--- config.mk ---
export PLATFORM = sky130hd
export DESIGN_NAME = mes_supervisor
export DESIGN_NICKNAME = d
export VERILOG_FILES = /design/src/include/mes_pkg.sv /design/src/hdl/mes_supervisor.sv
export VERILOG_INCLUDE_DIRS = /design/src /design/src/include
export SDC_FILE = /design/constraint.sdc
export NUM_CORES = 1
export LEC_CHECK = 0
export ABC_AREA = 1
export BUFFER_PORTS_ARGS = -buffer_cell sky130_fd_sc_hd__buf_2
export CORE_AREA = 4 4 298 300
export DETAILED_ROUTE_END_ITERATION = 16
export DIE_AREA = 0 0 302 304
export PLACE_DENSITY = 0.46
export SLEW_MARGIN = 5
export SYNTH_ARGS = -nofsm -noshare
export SYNTH_HDL_FRONTEND = slang
export SYNTH_SLANG_ARGS = --single-unit
--- constraint.sdc ---
create_clock -name clk -period 4.08 [get_ports clk]
set_input_delay 1.02 -clock clk [delete_from_list [all_inputs] [get_ports clk]]
set_output_delay 1.02 -clock clk [all_outputs]
set_load 0.02 [all_outputs]
--- src/include/mes_defines.svh ---
// Register offsets, field positions, reset values and timing counts of the error supervisor
`ifndef MES_DEFINES_SVH
`define MES_DEFINES_SVH

// Register byte offsets
`define MES_OFF_CFG 8'h00
`define MES_OFF_TMO 8'h04
`define MES_OFF_VLOW 8'h08
`define MES_OFF_VHIGH 8'h0c
`define MES_OFF_TMAX 8'h10
`define MES_OFF_STAT 8'h14
`define MES_OFF_SKIND 8'h18
`define MES_OFF_CMD 8'h1c
`define MES_OFF_CNT 8'h40

// Error flag, status stop and command bit positions
`define MES_E_SS 0
`define MES_E_REQ 1
`define MES_E_TMO 2
`define MES_E_LIM 3
`define MES_E_VLOW 4
`define MES_E_VHIGH 5
`define MES_E_DRV 6
`define MES_E_TEMP 7
`define MES_E_EXT 8
`define MES_E_SER 9
`define MES_STAT_STOP 10
`define MES_CMD_CLRCNT 0

// Reset values
`define MES_CFG_RST 11'h000
`define MES_TMO_RST 16'h0000
`define MES_VLOW_RST 16'h157c
`define MES_VHIGH_RST 16'h7530
`define MES_TMAX_RST 12'h0a0a

// Scaled input thresholds: 8 % and 50 % of full scale 3200
`define MES_NEUTRAL_SUM 14'h0100
`define MES_SWITCH_ON 13'h0640

// Timing
`define MES_CLK_NS 50
`define MES_MS_NS 1000000
`define MES_MS_CYC ((`MES_MS_NS + `MES_CLK_NS - 1) / `MES_CLK_NS)
`define MES_BLINK_MS 10'h1f4
`define MES_FLICK_MS 8'h1e

`endif

--- src/include/mes_pkg.sv ---
// Types shared by the error supervisor and its surroundings
package mes_pkg;

	typedef enum logic [1:0] {
		MES_MODE_SERIAL = 2'b00,
		MES_MODE_ANALOG = 2'b01,
		MES_MODE_RC = 2'b10
	} mes_mode_t;

	typedef enum logic [1:0] {
		MES_ROLE_NONE = 2'b00,
		MES_ROLE_KILL = 2'b01,
		MES_ROLE_FWD = 2'b10,
		MES_ROLE_REV = 2'b11
	} mes_role_t;

	// Configuration word, low bits of the configuration register
	typedef struct packed {
		logic [1:0] spd_en;
		mes_role_t role1;
		mes_role_t role0;
		logic crc_en;
		logic extl_dis;
		mes_mode_t mode;
		logic ss_dis;
	} mes_cfg_t;

	typedef struct packed {
		logic [7:0] addr;
		logic [31:0] wdata;
		logic wr;
		logic rd;
	} mes_bus_req_t;

	typedef struct packed {
		logic crc;
		logic format;
		logic overrun;
		logic noise;
		logic frame;
	} mes_ser_ev_t;

	typedef struct packed {
		logic ser_valid;
		logic ser_resume;
		logic usb_set_speed;
		logic usb_exit_ss;
		logic usb_drv_ok;
		logic usb_xfer;
	} mes_host_cmd_t;

	typedef struct packed {
		logic [1:0] valid;
		logic [1:0][12:0] scaled;
	} mes_chan_t;

endpackage : mes_pkg

--- src/hdl/mes_supervisor.sv ---
// Motor error supervisor: fault gathering, motor stop, error line, counters and USB indicator
//
// Strobed register access and the register offsets were left to the implementer.
`timescale 1ns/100ps
`default_nettype none
`include "mes_defines.svh"

module mes_supervisor #(
	parameter int MS_CYCLES = `MES_MS_CYC,
	parameter int CNT_W = 16
) (
	input wire logic clk,
	input wire logic rst_n,
	input wire mes_pkg::mes_bus_req_t bus,
	output logic [31:0] rdata,
	input wire mes_pkg::mes_host_cmd_t cmd,
	input wire mes_pkg::mes_ser_ev_t ser_ev,
	input wire mes_pkg::mes_chan_t chan,
	input wire logic [12:0] req_speed,
	input wire logic [15:0] vin_mv,
	input wire logic [11:0] temp_raw,
	input wire logic drv_fault_n,
	input wire logic usb_present,
	input wire logic err_line_i,
	output logic err_line_o,
	output logic err_line_oe_n,
	output logic [9:0] err_flags,
	output logic motor_stop,
	output logic [12:0] motor_speed,
	output logic usb_led
);
	import mes_pkg::*;

	localparam int NCNT = 15;

	typedef struct packed {
		mes_cfg_t cfg;
		logic [15:0] tmo;
		logic [15:0] vlow;
		logic [15:0] vhigh;
		logic [11:0] tmax;
		logic [9:0] err;
		logic stop;
		logic [4:0] skind;
		logic [NCNT-1:0][CNT_W-1:0] cnt;
		logic [15:0] ms_div;
		logic [15:0] idle_ms;
		logic [9:0] led_ms;
		logic blink;
		logic usb_ok;
		logic [7:0] flick_ms;
		logic led;
		logic [12:0] speed;
		logic [31:0] rdata;
		logic [1:0] drv_s;
		logic [1:0] extl_s;
		logic [1:0] usb_s;
		logic [1:0] own_d;
	} mes_state_t;

	mes_state_t st_reg;
	mes_state_t st_next;

	// Reset image of the whole state
	localparam mes_state_t ST_RST = '{
		cfg: mes_cfg_t'(`MES_CFG_RST),
		tmo: `MES_TMO_RST,
		vlow: `MES_VLOW_RST,
		vhigh: `MES_VHIGH_RST,
		tmax: `MES_TMAX_RST,
		drv_s: 2'h3,
		default: '0
	};

	logic serial_mode;
	logic ms_tick;
	logic cmd_any;
	logic resume;
	logic [4:0] ser_kinds;
	logic [1:0][12:0] ch_abs;
	logic [1:0] ch_on;
	logic [1:0] ch_bad;
	logic [1:0] ch_kill;
	logic [1:0] ch_fwd;
	logic [1:0] ch_rev;
	logic [13:0] spd_sum;
	logic neutral;
	logic other_stop;
	logic own_err;
	logic speed_pos;
	logic speed_neg;
	logic [9:0] flags_nx;
	logic [NCNT-1:0] cnt_ev;
	logic cnt_clr;
	logic [NCNT-1:0][CNT_W-1:0] cnt_nx;
	logic [3:0] cnt_idx;

	assign serial_mode = (st_reg.cfg.mode == MES_MODE_SERIAL);
	assign ms_tick = (st_reg.ms_div == 16'(MS_CYCLES - 1));

	// Commands that prove the host is alive; a resume is itself a valid serial command
	assign cmd_any = cmd.ser_valid | cmd.ser_resume | cmd.usb_set_speed | cmd.usb_exit_ss;
	assign resume = cmd.ser_resume | cmd.usb_exit_ss;

	// CRC errors only count while checking is enabled
	assign ser_kinds = {ser_ev.crc & st_reg.cfg.crc_en, ser_ev.format, ser_ev.overrun,
		ser_ev.noise, ser_ev.frame};

	// Per-channel validity, switch and neutrality terms
	generate
		for (genvar g = 0; g < 2; g++) begin : g_chan
			mes_role_t role;
			logic spd;
			assign role = (g == 0) ? st_reg.cfg.role0 : st_reg.cfg.role1;
			// Speed channels only matter outside serial mode
			assign spd = st_reg.cfg.spd_en[g] & ~serial_mode;
			assign ch_abs[g] = chan.scaled[g][12] ? 13'(-chan.scaled[g]) : chan.scaled[g];
			assign ch_on[g] = ~chan.scaled[g][12] && (chan.scaled[g] > `MES_SWITCH_ON);
			assign ch_bad[g] = ~chan.valid[g] & (spd | (role != MES_ROLE_NONE));
			assign ch_kill[g] = ch_on[g] & (role == MES_ROLE_KILL);
			assign ch_fwd[g] = ch_on[g] & (role == MES_ROLE_FWD);
			assign ch_rev[g] = ch_on[g] & (role == MES_ROLE_REV);
		end
	endgenerate

	// Sum of the absolute speed inputs against the 8 % neutral band
	assign spd_sum = (st_reg.cfg.spd_en[0] ? {1'b0, ch_abs[0]} : 14'h0000)
		+ (st_reg.cfg.spd_en[1] ? {1'b0, ch_abs[1]} : 14'h0000);
	assign neutral = (spd_sum < `MES_NEUTRAL_SUM);

	assign speed_pos = ~req_speed[12] && (req_speed != 13'h0000);
	assign speed_neg = req_speed[12];

	// Errors other than safe start, as seen last cycle
	assign other_stop = |st_reg.err[`MES_E_SER:`MES_E_REQ];
	// Own errors exclude the sensed line so the line cannot hold itself up
	assign own_err = |{st_reg.err[`MES_E_SER], st_reg.err[`MES_E_TEMP:`MES_E_SS]};

	// Safe start
	always_comb begin
		flags_nx[`MES_E_SS] = 1'b0;
		if (!st_reg.cfg.ss_dis) begin
			if (serial_mode) begin
				// Held until a resume arrives with nothing else wrong
				flags_nx[`MES_E_SS] = other_stop | (st_reg.err[`MES_E_SS] & ~resume);
			end else begin
				flags_nx[`MES_E_SS] = (other_stop | st_reg.err[`MES_E_SS]) & ~neutral;
			end
		end
	end

	// Remaining error conditions, evaluated every cycle
	assign flags_nx[`MES_E_REQ] = |ch_bad;
	assign flags_nx[`MES_E_TMO] = serial_mode && (st_reg.tmo != 16'h0000)
		&& (st_reg.idle_ms >= st_reg.tmo);
	assign flags_nx[`MES_E_LIM] = (|ch_kill) | ((|ch_fwd) & speed_pos)
		| ((|ch_rev) & speed_neg);
	// A supply of zero falls under the low threshold as well
	assign flags_nx[`MES_E_VLOW] = (vin_mv < st_reg.vlow) || (vin_mv == 16'h0000);
	assign flags_nx[`MES_E_VHIGH] = (vin_mv > st_reg.vhigh);
	assign flags_nx[`MES_E_DRV] = ~st_reg.drv_s[1];
	assign flags_nx[`MES_E_TEMP] = (temp_raw > st_reg.tmax);
	// Our own drive takes two sync stages to leave the sensed line, so mask it that long
	assign flags_nx[`MES_E_EXT] = ~st_reg.cfg.extl_dis & st_reg.extl_s[1] & ~own_err
		& ~(|st_reg.own_d);
	// A new serial error wins over a clearing command in the same cycle
	assign flags_nx[`MES_E_SER] = serial_mode
		& ((|ser_kinds) | (st_reg.err[`MES_E_SER] & ~cmd_any));

	// Count events: rising edge of each error, plus each serial error kind
	assign cnt_ev = {ser_kinds, flags_nx & ~st_reg.err};
	assign cnt_clr = bus.wr && (bus.addr == `MES_OFF_CMD) && bus.wdata[`MES_CMD_CLRCNT];

	// Saturating counters; an event in the clearing cycle leaves a count of one
	generate
		for (genvar i = 0; i < NCNT; i++) begin : g_cnt
			always_comb begin
				if (cnt_clr) begin
					cnt_nx[i] = cnt_ev[i] ? CNT_W'(1) : '0;
				end else if (cnt_ev[i] && (st_reg.cnt[i] != {CNT_W{1'b1}})) begin
					cnt_nx[i] = st_reg.cnt[i] + CNT_W'(1);
				end else begin
					cnt_nx[i] = st_reg.cnt[i];
				end
			end
		end
	endgenerate

	assign cnt_idx = bus.addr[5:2];

	// Next-state of the whole block
	always_comb begin
		st_next = st_reg;

		// Pin synchronisers
		st_next.drv_s = {st_reg.drv_s[0], drv_fault_n};
		st_next.extl_s = {st_reg.extl_s[0], err_line_i};
		st_next.usb_s = {st_reg.usb_s[0], usb_present};
		// History of our own drive, matching the line synchroniser depth
		st_next.own_d = {st_reg.own_d[0], own_err};

		// Millisecond base
		st_next.ms_div = ms_tick ? 16'h0000 : st_reg.ms_div + 16'h0001;

		// Idle time since the last valid command
		if (cmd_any) begin
			st_next.idle_ms = 16'h0000;
		end else if (ms_tick && (st_reg.idle_ms != 16'hffff)) begin
			st_next.idle_ms = st_reg.idle_ms + 16'h0001;
		end

		// Error flags and the stop condition
		st_next.err = flags_nx;
		st_next.stop = |flags_nx;
		st_next.cnt = cnt_nx;

		// Drive speed: zero on any error, the request otherwise
		if (|flags_nx) begin
			st_next.speed = 13'h0000;
		end else begin
			st_next.speed = req_speed;
		end

		// Sticky serial kinds; a new event wins over a write-one clear
		if (bus.wr && (bus.addr == `MES_OFF_SKIND)) begin
			st_next.skind = st_reg.skind & ~bus.wdata[4:0];
		end
		st_next.skind = st_next.skind | ser_kinds;

		// USB indicator
		if (!st_reg.usb_s[1]) begin
			st_next.usb_ok = 1'b0;
			st_next.blink = 1'b0;
			st_next.led_ms = 10'h000;
			st_next.flick_ms = 8'h00;
		end else begin
			if (cmd.usb_drv_ok) begin
				st_next.usb_ok = 1'b1;
			end
			if (ms_tick) begin
				if (st_reg.led_ms == `MES_BLINK_MS - 10'h001) begin
					st_next.led_ms = 10'h000;
					st_next.blink = ~st_reg.blink;
				end else begin
					st_next.led_ms = st_reg.led_ms + 10'h001;
				end
				if (st_reg.flick_ms != 8'h00) begin
					st_next.flick_ms = st_reg.flick_ms - 8'h01;
				end
			end
			// Each transfer restarts the dark window
			if (cmd.usb_xfer) begin
				st_next.flick_ms = `MES_FLICK_MS;
			end
		end
		st_next.led = st_reg.usb_s[1]
			& (st_reg.usb_ok ? (st_reg.flick_ms == 8'h00) : st_reg.blink);

		// Register writes
		if (bus.wr) begin
			unique case (bus.addr)
				`MES_OFF_CFG: st_next.cfg = mes_cfg_t'(bus.wdata[10:0]);
				`MES_OFF_TMO: st_next.tmo = bus.wdata[15:0];
				`MES_OFF_VLOW: st_next.vlow = bus.wdata[15:0];
				`MES_OFF_VHIGH: st_next.vhigh = bus.wdata[15:0];
				`MES_OFF_TMAX: st_next.tmax = bus.wdata[11:0];
				default: ;
			endcase
		end

		// Register reads, answered in the next cycle
		st_next.rdata = 32'h0000_0000;
		if (bus.rd) begin
			unique case (bus.addr)
				`MES_OFF_CFG: st_next.rdata = {21'h000000, st_reg.cfg};
				`MES_OFF_TMO: st_next.rdata = {16'h0000, st_reg.tmo};
				`MES_OFF_VLOW: st_next.rdata = {16'h0000, st_reg.vlow};
				`MES_OFF_VHIGH: st_next.rdata = {16'h0000, st_reg.vhigh};
				`MES_OFF_TMAX: st_next.rdata = {20'h00000, st_reg.tmax};
				`MES_OFF_STAT: st_next.rdata = {21'h000000, st_reg.stop, st_reg.err};
				`MES_OFF_SKIND: st_next.rdata = {27'h0000000, st_reg.skind};
				default: begin
					if ((bus.addr[7:6] == 2'b01) && (cnt_idx < 4'(NCNT))) begin
						st_next.rdata = 32'(st_reg.cnt[cnt_idx]);
					end
				end
			endcase
		end
	end

	// State register
	always_ff @(posedge clk or negedge rst_n) begin
		if (!rst_n) begin
			st_reg <= ST_RST;
		end else begin
			st_reg <= st_next;
		end
	end

	// Outputs straight from the state
	assign rdata = st_reg.rdata;
	assign err_flags = st_reg.err;
	assign motor_stop = st_reg.stop;
	assign motor_speed = st_reg.speed;
	assign usb_led = st_reg.led;
	// Line is driven high for own errors and released otherwise; an external pull-down holds it low
	assign err_line_o = 1'b1;
	assign err_line_oe_n = ~own_err;

endmodule : mes_supervisor
`default_nettype wire

After elaboration in Yosys (flattened, before gate mapping)
Index checks and enable logic that the tools add are counted.
{"block": "word_totals", "register_bits": 433, "out_inout_bits": 59, "in_bits": 127}
{"block": "op_classes", "n_reduce_logical": 67, "n_addsub": 22, "n_eq_ne": 37, "muxes": 70, "n_lt_le_gt_ge": 9, "bitwise": 51}
{"op": "$mux 16", "count": 36}
{"op": "$add 16x1->16 const B", "count": 17}
{"op": "$ne 16x16->1 const B", "count": 16}
{"op": "$pmux 16 s7", "count": 1}
{"op": "$mux 13", "count": 5}
{"op": "$bmux 16 s4", "count": 1}
{"op": "$reduce_bool 2->1", "count": 18}
{"op": "$eq 8x5->1 const B", "count": 4}
{"op": "$gt 13x11->1 const B", "count": 2}
{"op": "$neg 13->13", "count": 2}
{"op": "$logic_and 1x1->1", "count": 25}
{"op": "$mux 8", "count": 3}
{"op": "$and 1x1->1", "count": 21}
{"op": "$mux 1", "count": 20}
{"op": "$mux 20", "count": 1}
{"op": "$reduce_or 9->1", "count": 2}
{"op": "$eq 16x15->1 const B", "count": 1}
{"op": "$eq 8x4->1 const B", "count": 2}
{"op": "$ge 16x16->1", "count": 1}
{"op": "$gt 16x16->1", "count": 1}
{"op": "$logic_not 16->1", "count": 1}
{"op": "$logic_not 8->1", "count": 2}
{"op": "$lt 16x16->1", "count": 1}
{"op": "$reduce_bool 16->1", "count": 1}
{"op": "other kinds (32)", "count": 72}

Depth between registers and ports, before layout
{"block": "depth", "depth_word": 13, "ltp_mapped": 30, "depth_no_buf": 29}

Least setup slack after synthesis
No wires, ideal clock.
{"block": "synth_timing", "path_kind": "input to register", "start": "input chan[15] (netlist name)", "end": "register st_reg[113] (netlist name)", "setup_slack_ns": 0.181, "cell_stages": 23, "required_time_ns": 4.014, "setup_time_ns": 0.066, "n_path_buf": 1, "arrival_ns": 3.832, "cell_sequence": "nor3_1 inv_1 nor3_1 nand2_1 o41ai_1 a21oi_1 ha_1 inv_1 nor3_1 and2_1 nand2_1 nand2_1 nand2_1 nand3_1 nor2_1 nand2_1 nand2_1 nand2_1 nand4_2 nand2_1 buf_2 nand2_1 nand2_1"}
{"block": "synth_via", "elab_chain_len": 12}
{"item": "start: declaration", "line_no": "mes_supervisor.sv:18", "source": "input wire mes_pkg::mes_chan_t chan,"}
{"item": "$neg 13->13", "line_no": "mes_supervisor.sv:117", "source": "assign ch_abs[g] = chan.scaled[g][12] ? 13'(-chan.scaled[g]) : chan.scaled[g];"}
{"item": "$mux 13 *", "line_no": "mes_supervisor.sv:117"}
{"item": "$mux 13 *", "line_no": "mes_supervisor.sv:128", "source": "+ (st_reg.cfg.spd_en[1] ? {1'b0, ch_abs[1]} : 14'h0000);"}
{"item": "$add 13x13->14 *", "line_no": "mes_supervisor.sv:128"}
{"item": "$lt 14x9->1 (no line) *"}
{"item": "$not 1->1 *", "line_no": "mes_supervisor.sv:147", "source": "flags_nx[`MES_E_SS] = (other_stop | st_reg.err[`MES_E_SS]) & ~neutral;"}
{"item": "$and 1x1->1 *", "line_no": "mes_supervisor.sv:147"}
{"item": "$mux 1 *", "line_no": "mes_supervisor.sv:143", "source": "if (serial_mode) begin"}
{"item": "$mux 1 *", "line_no": "mes_supervisor.sv:142", "source": "if (!st_reg.cfg.ss_dis) begin"}
{"item": "$and 10x10->10 *", "line_no": "mes_supervisor.sv:171", "source": "assign cnt_ev = {ser_kinds, flags_nx & ~st_reg.err};"}
{"item": "$logic_and 1x1->1 *", "line_no": "mes_supervisor.sv:180", "source": "end else if (cnt_ev[i] && (st_reg.cnt[i] != {CNT_W{1'b1}})) begin"}
{"item": "$reduce_bool 2->1 (no line) *"}
{"item": "end signal: assignment", "line_no": "mes_supervisor.sv:296", "source": "st_reg <= st_next;"}
{"item": "end: declaration", "line_no": "mes_supervisor.sv:61", "source": "mes_state_t st_reg;"}
Every way passes the cells marked *; elsewhere a longest branch is shown, timed or not.
A chain may end at the register's enable or synchronous reset.

==> run_results.csv <==
group,metric,value,unit
floorplanning,start_util,29.9,%
detailed_routing,drt_first_pass_iters,5,
global_route,grt_max_degree,78,
logic_synthesis,syn_inst,3502,
critical_path,arrival,4.34,ns
detailed_routing,wirelength,91.2,mm
placed_design,place_hpwl,69.5,mm
logic_synthesis,ys_ff_latch,417,
clock_tree,clock-sinks,417,
detailed_routing,via_count,24400,
detailed_routing,ant_nets,0,
timing,slew_viol_final,0,
critical_path,critPathKind,"in2reg",
power,leakagePower,0.0141,uW
detailed_routing,vias_per_cell,4.97,
layout,area_delta_synth_final,17.9,%
logic_synthesis,ys_seq_area_share,40.6,%
logic_synthesis,yosysTopAreaCell,"dfrtp_1",
layout,largest_reg_flops,368,
logic_synthesis,syn_area,0.0257,mm2
layout,drive_gt1_share,11.9,%
timing,setup_viol_count_final,0,
layout,filler_cell_count,9352,
logic_synthesis,synth_cell_types,52,
critical_path,crit_path_max_incr_delay,0.36,ns
timing,setup_tns,0,ns
clock_tree,clockRootBuffer,"clkbuf_16",
power,p_total,13300,uW
timing,achievable-frequency,263,MHz
clock_tree,cts_max_level,2,
detailed_routing,drt_iter0_markers,1847,
timing,skew,0.0262,ns
clock_tree,path_clk_slew,0.06,ns
critical_path,cp-start-kind,"input pin",
layout,antenna_cells,0,
status,status,"finished clean",
layout,finish.utilization,35.2,%
critical_path,slowest_stage,"ha_1",
power,power_density,439,mW/mm2
global_route,overflow,0,
logic_synthesis,synth.avg_cell_area,7.35,um2
timing,relSlewSlack,35.0,%
job,maxCapViolations,0,
detailed_routing,drc,0,
timing,period_share,93.3,%
critical_path,critPathRequiredTime,4.61,ns
floorplanning,die-area,0.0918,mm2
floorplanning,die_y,304,um
clock_tree,clock_path_buffers,3,
timing,rsz0062_at_grt,"false",
critical_path,endpoint_kind,"register",
logic_synthesis,ys_warn_count,0,
power,peakVddDrop,0.000318,V
floorplanning,rows,108,
clock_tree,cts_made_buffers,53,
floorplanning,fp.dieW,302,um
logic_synthesis,synth_edf_count,0,
floorplanning,ioPinCount,186,
global_route,grt_usage,19.4,%
logic_synthesis,synth_ff_type,"dfrtp_1",
clock_tree,worstSkewPairLatency,0.62,ns
logic_synthesis,ys_top_cells_by_area,"dfrtp_1, nand2_1, inv_1, o21ai_0, nor2_1",
detailed_routing,wl_per_cell,18.6,um
layout,fin_nets,3920,
timing,hold_violations,0,
placed_design,io_buffers,152,
clock_tree,cts_tree,"done",
global_route,grt_pass1_vias,23500,
floorplanning,core,0.0862,mm2
min_path,hp-class,"reg2reg",
placed_design,gp_congestion,0.900,
logic_synthesis,async_flop_share,100,%
logic_synthesis,synth_top_area_share,38.5,%
timing,worst_slew_pin_slew,0.972,ns
critical_path,cp_max_fo,7,
global_route,grt_pass1_wl,140,mm
timing,min_period,3.81,ns
global_route,antenna_found_initial,4,
[synth_stat cells (2+ instances only)]
master     instances
a211oi_1          22
nor2_2             3
inv_1            545
a31oi_1           20
nand4_1           51
o22ai_1           86
o221ai_1          16
or2_2              4
conb_1             2
clkbuf_1          67
o211ai_1          17
inv_2              8
clkinv_1           2
o221a_2            2
nand3_1          188
nor2_1           339
nor3b_1            7
buf_2             21
buf_4             56
a221oi_1          14
a41oi_1           17
nor4_1            29
ha_1              92
o21ai_0          333
xnor2_1            4
xor2_1            62
o211a_1            2
nand2_1          665
nor3_1           129
a21oi_1          202
and3_1             3
buf_1              8
o311ai_0           2
dfrtp_1          396
dfstp_2           21
nor4_4             3
o2111ai_1          6
o31ai_1           24
o21a_1            13
a22oi_1            9
[cells in the final DEF, fill, tap and decap left out, types with 54 or more instances in the layout]
cell type / n
nor3_1: 122
o22ai_1: 86
nand3_1: 188
inv_1: 542
nor2_1: 333
o21ai_0: 330
dfrtp_1: 396
a21oi_1: 193
nand2_1: 656
xor2_1: 62
clkbuf_16: 54
ha_1: 90
buf_2: 151
buf_4: 115
[stage by stage]
step | setup WS, ns | instance area (um2) | std cells | hold slack [ns]
2_1_floorplan | 0.181 | 25800 | 3517 | 0.331
4_1_cts | 0.194 | 30200 | 4899 | 0.346
3_5_place_dp | -0.443 | 28300 | 4799 | 0.335
5_1_grt | 0.000893 | 30400 | 4901 | 0.350
3_3_place_gp | -0.447 | 28300 | 4799 | 0.337
6_report | 0.272 | 30400 | 4901 | 0.345
[logic make-up (layout without fill, tap and decap cells)]
group                      Yosys count  count (layout)  synth area share (%)
other                                2              17                0.0292
and+or+nand+nor                   1426            1426                  23.7
AOI/OAI and AO/OA                  792             792                  17.7
adders and majority gates           92              92                  4.47
buffers and inverters              707             936                  11.2
xor gates and xnor gates            66              66                  2.25
DFF                                417             417                  40.6
[what timing repair did]
action | 4_1_cts | 5_1_grt
hold buffers | 0 | 0
resized for setup | 0 | 44
buffers inserted | 0 | 1
endpoints found under the setup margin | 0 | 31
[final timing paths]
check | start | to | slack (ns) | cells past startpoint
setup reg to reg | st_reg[431]$_DFFE_PN0P_ | motor_speed[4]$_DFF_PN0_ | 0.82 | 22
setup / recovery | chan[0] | motor_speed[4]$_DFF_PN0_ | 0.27 | 29
hold reg to reg | st_next[3]$_DFF_PN0_ | st_reg[3]$_DFF_PN0_ | 0.35 | 0
max in group asynchronous | rst_n | st_reg[329]$_DFFE_PN0P_ | 2.73 | 3
min in group asynchronous | rst_n | motor_speed[11]$_DFF_PN0_ | 0.41 | 1
hold / removal | st_next[3]$_DFF_PN0_ | st_reg[3]$_DFF_PN0_ | 0.35 | 0
[critical path, delay by kind of cell]
family                     cells  cell delay (ns)
AOI/OAI and AO/OA              1             0.07
adders and majority gates      2             0.49
and+or+nand+nor               18             1.94
buffers and inverters          8             0.80
[per-layer routing]
layer,routed length (um),vias to the layer above,track usage (%)
li1,-,12000,-
met1,43700,11700,28.5
met2,41100,578,30.8
met3,4690,91,2.27
met4,1690,0,4.04
met5,0,-,0
[cell type report]
class | count | area [um2] | area share, %
repair buffers | 281 | 1920 | 6.32
clock inverters | 14 | 250 | 0.824
well taps | 1155 | 1450 | 4.76
flip-flops and latches | 417 | 10500 | 34.5
clock buffers | 86 | 1580 | 5.21
multi-input cells | 2393 | 12600 | 41.6
inverters | 555 | 2080 | 6.86
[report_power, final]
part | switching [uW] | leakage (uW) | internal (uW)
clock network | 1990 | 0.000893 | 2970
registers | 600 | 0.00513 | 4780
logic | 2010 | 0.00806 | 967
total | 4600 | 0.0141 | 8720
(Power assumes the default switching activity.)
